$ cat config.mk
export PLATFORM = sky130hd
export DESIGN_NAME = uart_line_format_modem_control
export DESIGN_NICKNAME = d
export VERILOG_FILES = /design/src/rtl/uart_line_format_modem_control.v
export VERILOG_INCLUDE_DIRS = /design/src /design/src/include
export SDC_FILE = /design/constraint.sdc
export NUM_CORES = 1
export LEC_CHECK = 0
export ABC_AREA = 0
export BUFFER_PORTS_ARGS = -buffer_cell sky130_fd_sc_hd__buf_4
export CAP_MARGIN = 10
export CORE_MARGIN = 2
export CORE_UTILIZATION = 45
export DETAILED_ROUTE_END_ITERATION = 6
export GPL_TIMING_DRIVEN = 0
export PLACE_DENSITY = 0.72
export RECOVER_POWER = 25
export SLEW_MARGIN = 20
export SYNTH_ARGS = -nofsm -noshare
export SYNTH_HDL_FRONTEND = slang
export SYNTH_SLANG_ARGS = --single-unit
$ cat constraint.sdc
create_clock -name mclk -period 4.85 [get_ports mclk]
set_clock_uncertainty 0.2 [all_clocks]
set_input_delay 0.7275 -clock mclk [delete_from_list [all_inputs] [get_ports mclk]]
set_output_delay 0.7275 -clock mclk [all_outputs]
set_load 0.01 [all_outputs]
$ cat src/include/uart_lfmc_map.vh
`ifndef UART_LFMC_MAP_VH
`define UART_LFMC_MAP_VH
// ----------------------------------------
// Register offsets
// ----------------------------------------
`define A_DATA 4'h0
`define A_DIVH 4'h1
`define A_FIFO 4'h2
`define A_LINE 4'h3
`define A_MODEM 4'h4
`define A_LSTAT 4'h5
`define A_MSTAT 4'h6
`define A_EFR 4'h8
`define A_XON 4'h9
`define A_XOFF 4'hA
// ----------------------------------------
// Reset values
// ----------------------------------------
`define LINE_RST 8'h00
`define MODEM_RST 8'h00
`define EFR_RST 8'h00
`define XON_RST 8'h11
`define XOFF_RST 8'h13
`define DIV_RST 16'h0001
// ----------------------------------------
// Field positions
// ----------------------------------------
`define LC_STOP 2
`define LC_PEN 3
`define LC_EVEN 4
`define LC_FORCE 5
`define LC_BRK 6
`define LC_DLAB 7
`define MC_DTR 0
`define MC_RTS 1
`define MC_IRPOL 2
`define MC_OUT2 3
`define MC_LOOP 4
`define MC_XANY 5
`define MC_IR 6
`define EF_SWFC 1
`define EF_EN 4
`define EF_ARTS 6
`define FC_EN 0
`define FC_RXRST 1
`define FC_TXRST 2
// ----------------------------------------
// Trigger levels and timing counts
// ----------------------------------------
`define RXT_0 6'h08
`define RXT_1 6'h10
`define RXT_2 6'h18
`define RXT_3 6'h1C
`define TXT_0 6'h10
`define TXT_1 6'h08
`define TXT_2 6'h18
`define TXT_3 6'h1E
`define FIFO_CAP 6'h20
`define BIT_TICKS 6'h10
`define HALF_TICKS 6'h08
`define STOP_15 6'h18
`define STOP_2 6'h20
`endif

$ cat src/rtl/uart_line_format_modem_control.v
`include "uart_lfmc_map.vh"
`default_nettype none

module uart_line_format_modem_control (
  input wire mclk,
  input wire rst_n,
  input wire [3:0] addr,
  input wire [7:0] wdata,
  input wire wr_en,
  input wire rd_en,
  output reg [7:0] rdata_q,
  input wire rx_pin,
  input wire cts_n,
  input wire dsr_n,
  input wire cd_n,
  input wire ring_indicator_n,
  output reg tx_pin_q,
  output reg rts_n_q,
  output reg dtr_n_q,
  output reg general_out_two_n_q,
  output reg int_out_q,
  output reg int_oe_n_q
);

  localparam [4:0] T_IDLE = 5'b0_0001;
  localparam [4:0] T_START = 5'b0_0010;
  localparam [4:0] T_DATA = 5'b0_0100;
  localparam [4:0] T_PAR = 5'b0_1000;
  localparam [4:0] T_STOP = 5'b1_0000;

  // ----------------------------------------
  // Functions
  // ----------------------------------------
  // Parity bit for the character under the current format
  function par_calc;
    input [7:0] d;
    input [7:0] lc;
    reg [7:0] m;
    begin
      m = d & (8'hFF >> (3'h3 - {1'b0, lc[1:0]}));
      par_calc = lc[`LC_EVEN] ? ^m : ~^m;
      if (lc[`LC_FORCE]) begin
        par_calc = ~lc[`LC_EVEN];
      end
    end
  endfunction

  // ----------------------------------------
  // State
  // ----------------------------------------
  reg [4:0] meta_q, sync_q;
  reg [7:0] line_q, modem_q, efr_q, xon_q, xoff_q;
  reg [15:0] div_q, bcnt_q;
  reg fen_q, tick_q, halt_q;
  reg [1:0] rxtrig_q, txtrig_q;
  reg [7:0] txm [0:31];
  reg [8:0] rxm [0:31];
  reg [4:0] tx_wp_q, tx_rp_q, rx_wp_q, rx_rp_q;
  reg [5:0] tx_cnt_q, rx_cnt_q;
  reg [4:0] ts_q, rs_q;
  reg [7:0] tsh_q, rsh_q;
  reg [2:0] tbit_q, rbit_q;
  reg [5:0] ttk_q, rtk_q;
  reg tser_q, tpar_q, rpar_q;
  reg tx_above_q, tx_irq_q, tx_pop_q;
  reg [7:0] rd_mux;

  wire dlab = line_q[`LC_DLAB];
  wire ef_en = efr_q[`EF_EN];
  wire loop = modem_q[`MC_LOOP];
  wire ir_mode = modem_q[`MC_IR] & ef_en;
  wire [2:0] len_m1 = {1'b1, line_q[1:0]};
  wire [5:0] cap = fen_q ? `FIFO_CAP : 6'h01;
  wire tx_full = tx_cnt_q >= cap;
  wire rx_full = rx_cnt_q >= cap;
  wire tx_idle = ts_q == T_IDLE;

  // ----------------------------------------
  // Pin synchronisers
  // ----------------------------------------
  // Order: ring, cd, dsr, cts, rx
  always @(posedge mclk or negedge rst_n) begin
    if (!rst_n) begin
      meta_q <= 5'h1F;
      sync_q <= 5'h1F;
    end else begin
      meta_q <= {ring_indicator_n, cd_n, dsr_n, cts_n, rx_pin};
      sync_q <= meta_q;
    end
  end

  // ----------------------------------------
  // Register writes
  // ----------------------------------------
  wire wr_fifo = wr_en && addr == `A_FIFO && wdata[`FC_EN];
  wire tx_rst = wr_fifo && wdata[`FC_TXRST];
  wire rx_rst = wr_fifo && wdata[`FC_RXRST];
  // data registers only when divisor access is off
  wire tx_push = wr_en && addr == `A_DATA && !dlab && !tx_full;
  wire rx_pop = rd_en && addr == `A_DATA && !dlab && rx_cnt_q != 6'h00;

  // Configuration registers
  always @(posedge mclk or negedge rst_n) begin
    if (!rst_n) begin
      line_q <= `LINE_RST;
      modem_q <= `MODEM_RST;
      efr_q <= `EFR_RST;
      xon_q <= `XON_RST;
      xoff_q <= `XOFF_RST;
      div_q <= `DIV_RST;
      fen_q <= 1'b0;
      rxtrig_q <= 2'b00;
      txtrig_q <= 2'b00;
    end else if (wr_en) begin
      case (addr)
        `A_DATA: if (dlab) div_q[7:0] <= wdata;
        `A_DIVH: if (dlab) div_q[15:8] <= wdata;
        `A_FIFO: begin
          fen_q <= wdata[`FC_EN];
          if (wdata[`FC_EN]) begin
            rxtrig_q <= wdata[7:6];
            if (ef_en) txtrig_q <= wdata[5:4];
          end
        end
        `A_LINE: line_q <= wdata;
        `A_MODEM: modem_q <= wdata;
        `A_EFR: efr_q <= wdata;
        `A_XON: xon_q <= wdata;
        `A_XOFF: xoff_q <= wdata;
        default: ;
      endcase
    end
  end

  // ----------------------------------------
  // Trigger levels
  // ----------------------------------------
  reg [5:0] rx_thr, tx_thr;
  always @* begin
    case (rxtrig_q)
      2'b00: rx_thr = `RXT_0;
      2'b01: rx_thr = `RXT_1;
      2'b10: rx_thr = `RXT_2;
      default: rx_thr = `RXT_3;
    endcase
    case (txtrig_q)
      2'b00: tx_thr = `TXT_0;
      2'b01: tx_thr = `TXT_1;
      2'b10: tx_thr = `TXT_2;
      default: tx_thr = `TXT_3;
    endcase
    // Without FIFOs a single holding slot acts as the level
    if (!fen_q) begin
      rx_thr = 6'h01;
      tx_thr = 6'h01;
    end
  end

  // ----------------------------------------
  // Baud tick (16 per bit)
  // ----------------------------------------
  // A zero divisor runs as one, never stalls the link
  always @(posedge mclk or negedge rst_n) begin
    if (!rst_n) begin
      bcnt_q <= 16'h0000;
      tick_q <= 1'b0;
    end else if (bcnt_q == 16'h0000) begin
      bcnt_q <= (div_q == 16'h0000) ? 16'h0000 : div_q - 16'h0001;
      tick_q <= 1'b1;
    end else begin
      bcnt_q <= bcnt_q - 16'h0001;
      tick_q <= 1'b0;
    end
  end

  // ----------------------------------------
  // Transmit FIFO
  // ----------------------------------------
  wire tx_load = tx_idle && tx_cnt_q != 6'h00 && !halt_q;
  always @(posedge mclk) begin
    if (tx_push) txm[tx_wp_q] <= wdata;
  end

  always @(posedge mclk or negedge rst_n) begin
    if (!rst_n) begin
      tx_wp_q <= 5'h00;
      tx_rp_q <= 5'h00;
      tx_cnt_q <= 6'h00;
    end else if (tx_rst) begin
      tx_wp_q <= 5'h00;
      tx_rp_q <= 5'h00;
      tx_cnt_q <= 6'h00;
    end else begin
      if (tx_push) tx_wp_q <= tx_wp_q + 5'h01;
      if (tx_load) tx_rp_q <= tx_rp_q + 5'h01;
      tx_cnt_q <= tx_cnt_q + {5'h00, tx_push} - {5'h00, tx_load};
    end
  end

  // ----------------------------------------
  // Transmit interrupt
  // ----------------------------------------
  // Set beats the clear from a same-cycle write
  always @(posedge mclk or negedge rst_n) begin
    if (!rst_n) begin
      tx_above_q <= 1'b0;
      tx_irq_q <= 1'b0;
      tx_pop_q <= 1'b0;
    end else begin
      tx_pop_q <= tx_load;
      if (tx_above_q && tx_cnt_q < tx_thr) begin
        tx_irq_q <= 1'b1;
        tx_above_q <= 1'b0;
      end else if (!tx_above_q && tx_pop_q && tx_cnt_q == 6'h00) begin
        tx_irq_q <= 1'b1;
      end else if (tx_push) begin
        tx_irq_q <= 1'b0;
      end
      if (tx_cnt_q > tx_thr) tx_above_q <= 1'b1;
    end
  end

  // ----------------------------------------
  // Transmitter
  // ----------------------------------------
  wire t_end_bit = tick_q && ttk_q == `BIT_TICKS - 6'h01;
  reg [5:0] stop_len;
  always @* begin
    if (!line_q[`LC_STOP]) stop_len = `BIT_TICKS;
    else if (line_q[1:0] == 2'b00) stop_len = `STOP_15;
    else stop_len = `STOP_2;
  end

  always @(posedge mclk or negedge rst_n) begin
    if (!rst_n) begin
      ts_q <= T_IDLE;
      tsh_q <= 8'h00;
      tbit_q <= 3'h0;
      ttk_q <= 6'h00;
      tser_q <= 1'b1;
      tpar_q <= 1'b0;
    end else begin
      if (tick_q) ttk_q <= ttk_q + 6'h01;
      case (ts_q)
        T_IDLE: begin
          tser_q <= 1'b1;
          if (tx_load) begin
            tsh_q <= txm[tx_rp_q];
            tpar_q <= par_calc(txm[tx_rp_q], line_q);
            tser_q <= 1'b0;
            ttk_q <= 6'h00;
            ts_q <= T_START;
          end
        end
        T_START: if (t_end_bit) begin
          ttk_q <= 6'h00;
          tbit_q <= 3'h0;
          tser_q <= tsh_q[0];
          ts_q <= T_DATA;
        end
        T_DATA: if (t_end_bit) begin
          ttk_q <= 6'h00;
          if (tbit_q == len_m1) begin
            ts_q <= line_q[`LC_PEN] ? T_PAR : T_STOP;
            tser_q <= line_q[`LC_PEN] ? tpar_q : 1'b1;
          end else begin
            tbit_q <= tbit_q + 3'h1;
            tsh_q <= {1'b0, tsh_q[7:1]};
            tser_q <= tsh_q[1];
          end
        end
        T_PAR: if (t_end_bit) begin
          ttk_q <= 6'h00;
          tser_q <= 1'b1;
          ts_q <= T_STOP;
        end
        T_STOP: if (tick_q && ttk_q == stop_len - 6'h01) begin
          ttk_q <= 6'h00;
          ts_q <= T_IDLE;
        end
        default: ts_q <= T_IDLE;
      endcase
    end
  end

  wire serial_out = line_q[`LC_BRK] ? 1'b0 : tser_q;

  // ----------------------------------------
  // Receive line selection
  // ----------------------------------------
  // infrared receive polarity
  wire rx_dec = ir_mode ? (modem_q[`MC_IRPOL] ? sync_q[0] : ~sync_q[0]) : sync_q[0];
  wire rx_line = loop ? serial_out : rx_dec;

  // ----------------------------------------
  // Receiver
  // ----------------------------------------
  reg done_q;
  wire r_mid = tick_q && rtk_q == `BIT_TICKS - 6'h01;
  wire [7:0] rx_char = rsh_q >> (3'h7 - len_m1);
  wire rx_perr = line_q[`LC_PEN] && rpar_q != par_calc(rx_char, line_q);

  always @(posedge mclk or negedge rst_n) begin
    if (!rst_n) begin
      rs_q <= T_IDLE;
      rsh_q <= 8'h00;
      rbit_q <= 3'h0;
      rtk_q <= 6'h00;
      rpar_q <= 1'b0;
      done_q <= 1'b0;
    end else begin
      done_q <= 1'b0;
      if (tick_q) rtk_q <= rtk_q + 6'h01;
      case (rs_q)
        T_IDLE: if (!rx_line) begin
          rtk_q <= 6'h00;
          rs_q <= T_START;
        end
        // Mid start check rejects glitches shorter than half a bit
        T_START: if (tick_q && rtk_q == `HALF_TICKS - 6'h01) begin
          rtk_q <= 6'h00;
          rbit_q <= 3'h0;
          rs_q <= rx_line ? T_IDLE : T_DATA;
        end
        T_DATA: if (r_mid) begin
          rtk_q <= 6'h00;
          rsh_q <= {rx_line, rsh_q[7:1]};
          rbit_q <= rbit_q + 3'h1;
          if (rbit_q == len_m1) rs_q <= line_q[`LC_PEN] ? T_PAR : T_STOP;
        end
        T_PAR: if (r_mid) begin
          rtk_q <= 6'h00;
          rpar_q <= rx_line;
          rs_q <= T_STOP;
        end
        T_STOP: if (r_mid) begin
          done_q <= 1'b1;
          rs_q <= T_IDLE;
        end
        default: rs_q <= T_IDLE;
      endcase
    end
  end

  // ----------------------------------------
  // Software flow control
  // ----------------------------------------
  wire sw_fc = efr_q[`EF_SWFC];
  wire is_xon = sw_fc && rx_char == xon_q;
  wire is_xoff = sw_fc && rx_char == xoff_q;
  wire xany = modem_q[`MC_XANY] && ef_en;
  wire rx_push = done_q && !(is_xon || is_xoff) && !rx_full;

  always @(posedge mclk or negedge rst_n) begin
    if (!rst_n) begin
      halt_q <= 1'b0;
    end else if (!sw_fc) begin
      halt_q <= 1'b0;
    end else if (done_q) begin
      if (is_xoff) halt_q <= 1'b1;
      else if (is_xon || xany) halt_q <= 1'b0;
    end
  end

  // ----------------------------------------
  // Receive FIFO
  // ----------------------------------------
  always @(posedge mclk) begin
    if (rx_push) rxm[rx_wp_q] <= {rx_perr, rx_char};
  end

  always @(posedge mclk or negedge rst_n) begin
    if (!rst_n) begin
      rx_wp_q <= 5'h00;
      rx_rp_q <= 5'h00;
      rx_cnt_q <= 6'h00;
    end else if (rx_rst) begin
      rx_wp_q <= 5'h00;
      rx_rp_q <= 5'h00;
      rx_cnt_q <= 6'h00;
    end else begin
      if (rx_push) rx_wp_q <= rx_wp_q + 5'h01;
      if (rx_pop) rx_rp_q <= rx_rp_q + 5'h01;
      rx_cnt_q <= rx_cnt_q + {5'h00, rx_push} - {5'h00, rx_pop};
    end
  end

  wire rx_irq = rx_cnt_q >= rx_thr;
  wire rx_any = rx_cnt_q != 6'h00;
  wire [8:0] rx_head = rx_any ? rxm[rx_rp_q] : 9'h000;

  // ----------------------------------------
  // Read path
  // ----------------------------------------
  // Loopback status mirrors the modem outputs
  wire [3:0] mstat = loop ? {modem_q[`MC_OUT2], modem_q[`MC_IRPOL],
                             modem_q[`MC_DTR], modem_q[`MC_RTS]}
                          : ~{sync_q[3], sync_q[4], sync_q[2], sync_q[1]};
  always @* begin
    case (addr)
      `A_DATA: rd_mux = dlab ? div_q[7:0] : rx_head[7:0];
      `A_DIVH: rd_mux = dlab ? div_q[15:8] : 8'h00;
      `A_FIFO: rd_mux = {fen_q, fen_q, 2'b00, halt_q, 1'b0, tx_irq_q, rx_irq};
      `A_LINE: rd_mux = line_q;
      `A_MODEM: rd_mux = modem_q;
      `A_LSTAT: rd_mux = {1'b0, tx_cnt_q == 6'h00 && tx_idle, tx_cnt_q == 6'h00,
                          2'b00, rx_head[8], 1'b0, rx_any};
      `A_MSTAT: rd_mux = {mstat, 4'h0};
      `A_EFR: rd_mux = efr_q;
      `A_XON: rd_mux = xon_q;
      `A_XOFF: rd_mux = xoff_q;
      default: rd_mux = 8'h00;
    endcase
  end

  // ----------------------------------------
  // Registered outputs
  // ----------------------------------------
  always @(posedge mclk or negedge rst_n) begin
    if (!rst_n) begin
      rdata_q <= 8'h00;
      tx_pin_q <= 1'b1;
      rts_n_q <= 1'b1;
      dtr_n_q <= 1'b1;
      general_out_two_n_q <= 1'b1;
      int_out_q <= 1'b0;
      int_oe_n_q <= 1'b1;
    end else begin
      // Read data stands only in the cycle after the strobe
      rdata_q <= rd_en ? rd_mux : 8'h00;
      if (loop) tx_pin_q <= 1'b1;
      else tx_pin_q <= ir_mode ? ~serial_out : serial_out;
      dtr_n_q <= ~modem_q[`MC_DTR];
      // auto flow may hold off sender
      if (efr_q[`EF_ARTS] && ef_en) rts_n_q <= ~modem_q[`MC_RTS] | rx_irq;
      else rts_n_q <= ~modem_q[`MC_RTS];
      general_out_two_n_q <= ~modem_q[`MC_OUT2];
      int_oe_n_q <= ~modem_q[`MC_OUT2];
      int_out_q <= modem_q[`MC_OUT2] && (rx_irq || tx_irq_q);
    end
  end

endmodule // uart_line_format_modem_control
`default_nettype wire

## Word-level counts from Yosys, hierarchy flattened

Memory sizes are Yosys's and may differ from the RTL's.
Index checks and enable logic that the tools add are counted.

| cells by class | value |
|---|---|
| bitwise operators | 11 |
| equality and inequality tests | 47 |
| muxes and demuxes | 96 |
| order comparisons | 5 |
| reduce and logical (&&, ||, !) cells | 82 |
| add/subtract/negate cells | 17 |
| shift-type cells | 2 |

Operators with widths:

| cell | number |
|---|---|
| $mux 5 | 21 |
| $mux 6 | 15 |
| $pmux 8 s10 | 1 |
| $pmux 5 s5 | 2 |
| $mux 8 | 6 |
| $pmux 6 s3 | 2 |
| $mux 1 | 33 |
| $logic_not 16->1 | 2 |
| $mux 16 | 2 |
| $sub 16x1->16 const B | 2 |
| $pmux 5 s3 | 2 |
| $logic_and 1x1->1 | 28 |
| $ne 2x2->1 const B | 12 |
| $add 5x1->5 const B | 4 |
| $reduce_and 2->1 | 10 |
| $ge 6x6->1 | 3 |
| $mux 3 | 6 |
| $and 8x8->8 | 2 |
| $eq 8x8->1 | 2 |
| $pmux 8 s2 | 1 |
| $reduce_and 4->1 | 4 |
| $reduce_bool 2->1 | 8 |
| $reduce_xnor 8->1 | 2 |
| $reduce_xor 8->1 | 2 |
| other kinds (49) | 88 |

| word-level totals | value |
|---|---|
| input port bits | 21 |
| bits in writable memories | 544 |
| register bits | 185 |
| memories | 2 |

Memories:

| memory | words | width | read ports | clocked after Yosys merged registers in | wr ports | RTL line | RTL |
|---|---|---|---|---|---|---|---|
| rxm | 32 | 9 | 1 | 0 | 1 | uart_line_format_modem_control.v:57 | `reg [8:0] rxm [0:31];` |
| txm | 32 | 8 | 1 | 0 | 1 | uart_line_format_modem_control.v:56 | `reg [7:0] txm [0:31];` |

## Depth between registers and ports, before layout

| depth | value |
|---|---|
| word-level depth | 11 |
| depth in mapped cells | 19 |

## Least setup slack after synthesis

No wires, ideal clock.

| path | value |
|---|---|
| path type | register to register |
| start | register line_q[0] |
| end | register rx_cnt_q[4] |
| slack | 313 ps |
| arrival time | 4205 ps |
| setup time | 132 ps |
| cell stages (with the launch flop) | 20 |
| clock period less this slack | 4537 ps |
| cell sequence | dfrtp_1 -> buf_2 -> buf_6 -> mux2i_1 -> o21ai_1 -> xor2_1 -> nor4_2 -> a2111oi_2 -> and2_1 -> buf_6 -> inv_1 -> ha_1 -> inv_1 -> ha_1 -> fa_1 -> a21oi_1 -> nor2_1 -> nor2_1 -> xor2_1 -> nor2_1 |

| between the ends | value |
|---|---|
| cells in the longest elaborated chain, start to end | 11 |

RTL lines:

| element | RTL line | RTL |
|---|---|---|
| start: declaration | uart_line_format_modem_control.v:52 | `reg [7:0] line_q, modem_q, efr_q, xon_q, xoff_q;` |
| start signal: assignment | uart_line_format_modem_control.v:105 | `` line_q <= `LINE_RST; `` |
| start signal: assignment | uart_line_format_modem_control.v:125 | `` `A_LINE: line_q <= wdata; `` |
| $sub 3x3->3 * | uart_line_format_modem_control.v:300 | `wire [7:0] rx_char = rsh_q >> (3'h7 - len_m1);` |
| $shr 8x3->8 * | uart_line_format_modem_control.v:300 |  |
| named net rx_char[5] | uart_line_format_modem_control.v:300 |  |
| $eq 8x8->1 (on tied branches) | uart_line_format_modem_control.v:349, uart_line_format_modem_control.v:350 |  |
| $logic_and 1x1->1 (on tied branches) | uart_line_format_modem_control.v:349, uart_line_format_modem_control.v:350 |  |
| $logic_or 1x1->1 * | uart_line_format_modem_control.v:352 | `wire rx_push = done_q && !(is_xon \|\| is_xoff) && !rx_full;` |
| $logic_not 1->1 * | uart_line_format_modem_control.v:352 |  |
| $logic_and 1x1->1 * (2 in series) | uart_line_format_modem_control.v:352 |  |
| $add 6x1->6 * | uart_line_format_modem_control.v:384 | `rx_cnt_q <= rx_cnt_q + {5'h00, rx_push} - {5'h00, rx_pop};` |
| $sub 6x1->6 * | uart_line_format_modem_control.v:384 |  |
| $mux 6 * | uart_line_format_modem_control.v:377 | `end else if (rx_rst) begin` |
| end signal: assignment | uart_line_format_modem_control.v:384 |  |
| end: declaration | uart_line_format_modem_control.v:59 | `reg [5:0] tx_cnt_q, rx_cnt_q;` |

The timed path passes the listed nets; every way through them passes the cells marked *.
A chain may end at the register's enable or synchronous reset.

## Worst setup path after layout

| path | value |
|---|---|
| start | register line_q[1] |
| end | register rx_cnt_q[4] |

Same word-level chain as after synthesis.

==> out/summary.txt <==
RUN STATUS
--------------------------------------------------------------------------------------------
Run status                                                                      finished, violations left
Violated checks                                                                 max-capacitance violations, max-slew violations

PWR
--------------------------------------------------------------------------------------------
Worst ir drop on vdd                                                               0.2797 mV
LEAKAGE                                                                             12.88 nW
Power after layout                                                                  18.49 mW
Power density cells                                                             521.5 nW/um^2

WORST HOLD PATH
--------------------------------------------------------------------------------------------
HP Class                                                                             reg2reg

LAYOUT
--------------------------------------------------------------------------------------------
Layout overhead on the synthesized area                                               13.44%
Fraction of final layout cells sized beyond drive strength 1                          20.58%
Antenna diodes                                                                             0
NumNets Final                                                                           2132

FLOORPLANNING
--------------------------------------------------------------------------------------------
Die width                                                                           267.5 um
Count of pins on the block boundary                                                       35
Total core area                                                                   68710 um^2
Initial Utilization                                                                   45.48%
Die outline area                                                                  71570 um^2
Row cnt                                                                                   96
Y dimension of the die                                                              267.5 um

TIMING
--------------------------------------------------------------------------------------------
Number of failing hold endpoints at the final stage                                        0
Setup-failing EPs final                                                                    0
Post-layout minimum cycle time                                                      4.628 ns
Slew @ Worst Pin                                                                    2.639 ns
Relative slew margins                                                                -75.94%
Summed negative setup slack over all endpoints                                          0 ns
Final critical-path share of the clock period                                         95.41%
Peak Freq                                                                          216.1 MHz
Max-slew violation total from the final report                                           425

CRITICAL PATH
--------------------------------------------------------------------------------------------
Startpoint type of the worst setup path                                            flip-flop
Critical Path, Cell by Cell                                                     buf_2, inv_1, o21ai_4, buf_16, xor2_1, nor4_2, a2111oi_2, and2_1, buf_6, inv_1, ha_1, inv_1, ha_1, fa_1, a21oi_1, nor2_1, nor2_1, xor2_1, nor2_1
CP Data Required Time                                                                5.15 ns
Register-to-register path setup slack                                                0.22 ns
Slowest library cell on the worst path                                             a2111oi_2
CP arrival                                                                           4.93 ns
Max FO, Critical Path                                                                     18
Crit path capture type                                                             flip-flop
WS Path Type                                                                         reg2reg
Biggest cell delay along the critical path                                           0.58 ns

CTS
--------------------------------------------------------------------------------------------
Sinks on the clock net                                                                   729
Clk Tree Root Cell                                                                 clkbuf_16
Maximum root-to-sink buffer count                                                          3
Clock tree from TritonCTS                                                                yes
Clock slew at reported path FFs                                                      0.06 ns
CTS Buf Count                                                                             76
Clk_lat worst skew                                                                   0.64 ns
CTS H-tree depth                                                                           3

SYNTH
--------------------------------------------------------------------------------------------
Share of Yosys cell area claimed by the top area cell type                            52.27%
Synthesis warning total                                                                    0
Synth top cells by count                                                        edfxtp_1, dfrtp_1, nor2_1
Number of distinct standard cells referenced by the synthesized netlist                   74
Most frequent cell after synthesis                                                  edfxtp_1
Dominant cells by area after synthesis                                          edfxtp_1, dfrtp_1, mux4_2, mux2_2, mux2i_1
Share of cell area taken by muxes after synthesis                                     15.00%
Mean Syn Cell Area                                                                16.19 um^2
Basic-gate share of the synthesized area counting and, or, nand and nor cells         6.554%
XOR/XNOR Fraction of Synth Area                                                       2.586%
Adder-cell area share of the yosys netlist                                            1.890%
Proportion of register bits with asynchronous set or reset after synthesis            25.38%
Main combinational cell family by area after synthesis                          multiplexers
Most used flip-flop cell after synthesis                                            edfxtp_1
Post-synthesis compound-gate area fraction                                            4.821%
Net count after synthesis                                                               1997
Number of flip-flops and latches in the synthesized netlist                              729
Netlist Area Pre-Place                                                            31250 um^2
Post-Syn Instances                                                                      1930
Largest area contributor in the synthesized netlist                                 edfxtp_1
Post-synth EDFFs                                                                         544
Post-synthesis sequential area ratio                                                  67.18%

RUN
--------------------------------------------------------------------------------------------
MaxCap Viol Count                                                                          9

GLOBAL ROUTE
--------------------------------------------------------------------------------------------
Maximum number of pins on one net before global-route repair                              99
Global route hottest layer                                                              met2
Wire length of the first global-routing pass                                       113800 um
Met2 routing resource usage after global routing                                      33.09%
Via count of the first global-routing pass                                             18040
Number of antenna violations at the first check in global routing                          2
GRT overflow                                                                               0
Met1 GRT Util                                                                         30.37%
M3 GR Usage                                                                           5.783%
GRT Overall Usage                                                                     21.53%

ROUTE
--------------------------------------------------------------------------------------------
Total iterations of the first detailed-routing run                                         7
Drt via density                                                                        5.999
Detailed-route via count                                                               18320
Routed wire per std cell                                                            25.66 um
Total wirelength of the detailed-routed design                                      78360 um
Number of remaining DRC errors                                                             0
Post-route ant nets                                                                        0
Drt initial violations                                                                  2200

PLACED DESIGN
--------------------------------------------------------------------------------------------
Final weighted congestion in routability-driven placement                             0.9216
Half-perimeter wire length after detailed placement                                 49030 um
Number of buffers added on ports                                                          31

[critical path, delay by kind of cell (launching register included)]
kind	cells	cell delay [ns]
buf+inv	6	1.03
compound gates	3	0.96
fa+ha+maj	3	0.90
flops	1	0.52
simple gates	5	0.52
xor+xnor	2	0.35
[logic make-up (layout without fill, tap and decap cells)]
kind of cell | count (synthesis) | count (layout)
compound gates | 219 | 219
mux | 286 | 291
flops | 729 | 729
buf+inv | 135 | 323
xor+xnor | 89 | 89
simple gates | 426 | 426
fa+ha+maj | 46 | 46
[per-stage QoR]
step	util, %	hold WS, ns	setup WS (ns)	cells	instance area (um^2)
2_1_floorplan	-	0.1452	0.3128	1930	31250
5_1_grt	51.60	0.1250	-0.03127	3054	35450
6_report	51.60	0.1233	0.2225	3054	35450
3_5_place_dp	47.71	0.1481	0.1378	2896	32780
3_3_place_gp	47.52	0.1502	-0.8545	2892	32650
4_1_cts	51.36	0.1340	0.1067	3038	35290
[state kept, by name (all words and copies together) (netlist names), 8 cells and up]
name / count
bcnt_q: 16
div_q: 16
efr_q: 8
line_q: 8
modem_q: 8
rdata_q: 8
rsh_q: 8
rxm: 288
tsh_q: 8
txm: 256
xoff_q: 8
xon_q: 8
[path summary, 6_finish.rpt]
kind                       startpoint           to  cells after the start
hold reg to reg             meta_q[1]    sync_q[1]                      0
setup reg to reg            line_q[1]  rx_cnt_q[4]                     19
setup / recovery            line_q[1]  rx_cnt_q[4]                     19
max in group asynchronous       rst_n   rdata_q[3]                      3
min in group asynchronous       rst_n    sync_q[2]                      2
hold / removal              meta_q[1]    sync_q[1]                      0
[layout make-up]
| type | instances | area (um^2) |
|---|---|---|
| multi-input cells | 1071 | 9804 |
| clock buffers | 101 | 2056 |
| fillers | 5503 | 33260 |
| clock inverters | 35 | 389.1 |
| flip-flops and latches | 729 | 20990 |
| plain buffers | 88 | 440.4 |
| inverters | 46 | 172.7 |
| repair buffers | 53 | 429.2 |
| well taps | 931 | 1165 |
[where the power goes]
part           switching (mW)  internal (mW)  total [mW]
Sequential              0.411           7.11        7.52
Combinational            2.99           2.30        5.28
Clock                    2.49           3.20        5.69
Total                    5.89           12.6        18.5
[repair_timing]
action                                 4_1_cts  5_1_grt
setup buffers                                0       12
endpoints found under the hold margin       13        0
setup endpoints to repair                    0        3
resized for setup                            0        1
hold buffers                                 6        0
[metal layers]
metal / routed length [um] / up-vias
met5: 0 / -
met3: 8532 / 153
met1: 31940 / 9415
met2: 35920 / 959
met4: 1965 / 0
li1: - / 7795
[cell usage in the layout (no fill, tap or decap), types with 52 or more instances in the layout]
cell       count
edfxtp_1     544
dfrtp_1      162
nor2_1       152
mux4_2       138
nand2_1      101
mux2_2        78
clkbuf_1      76
clkbuf_16     76
mux2i_1       70
o21ai_0       54
xnor2_1       52
(Power assumes the default switching activity.)
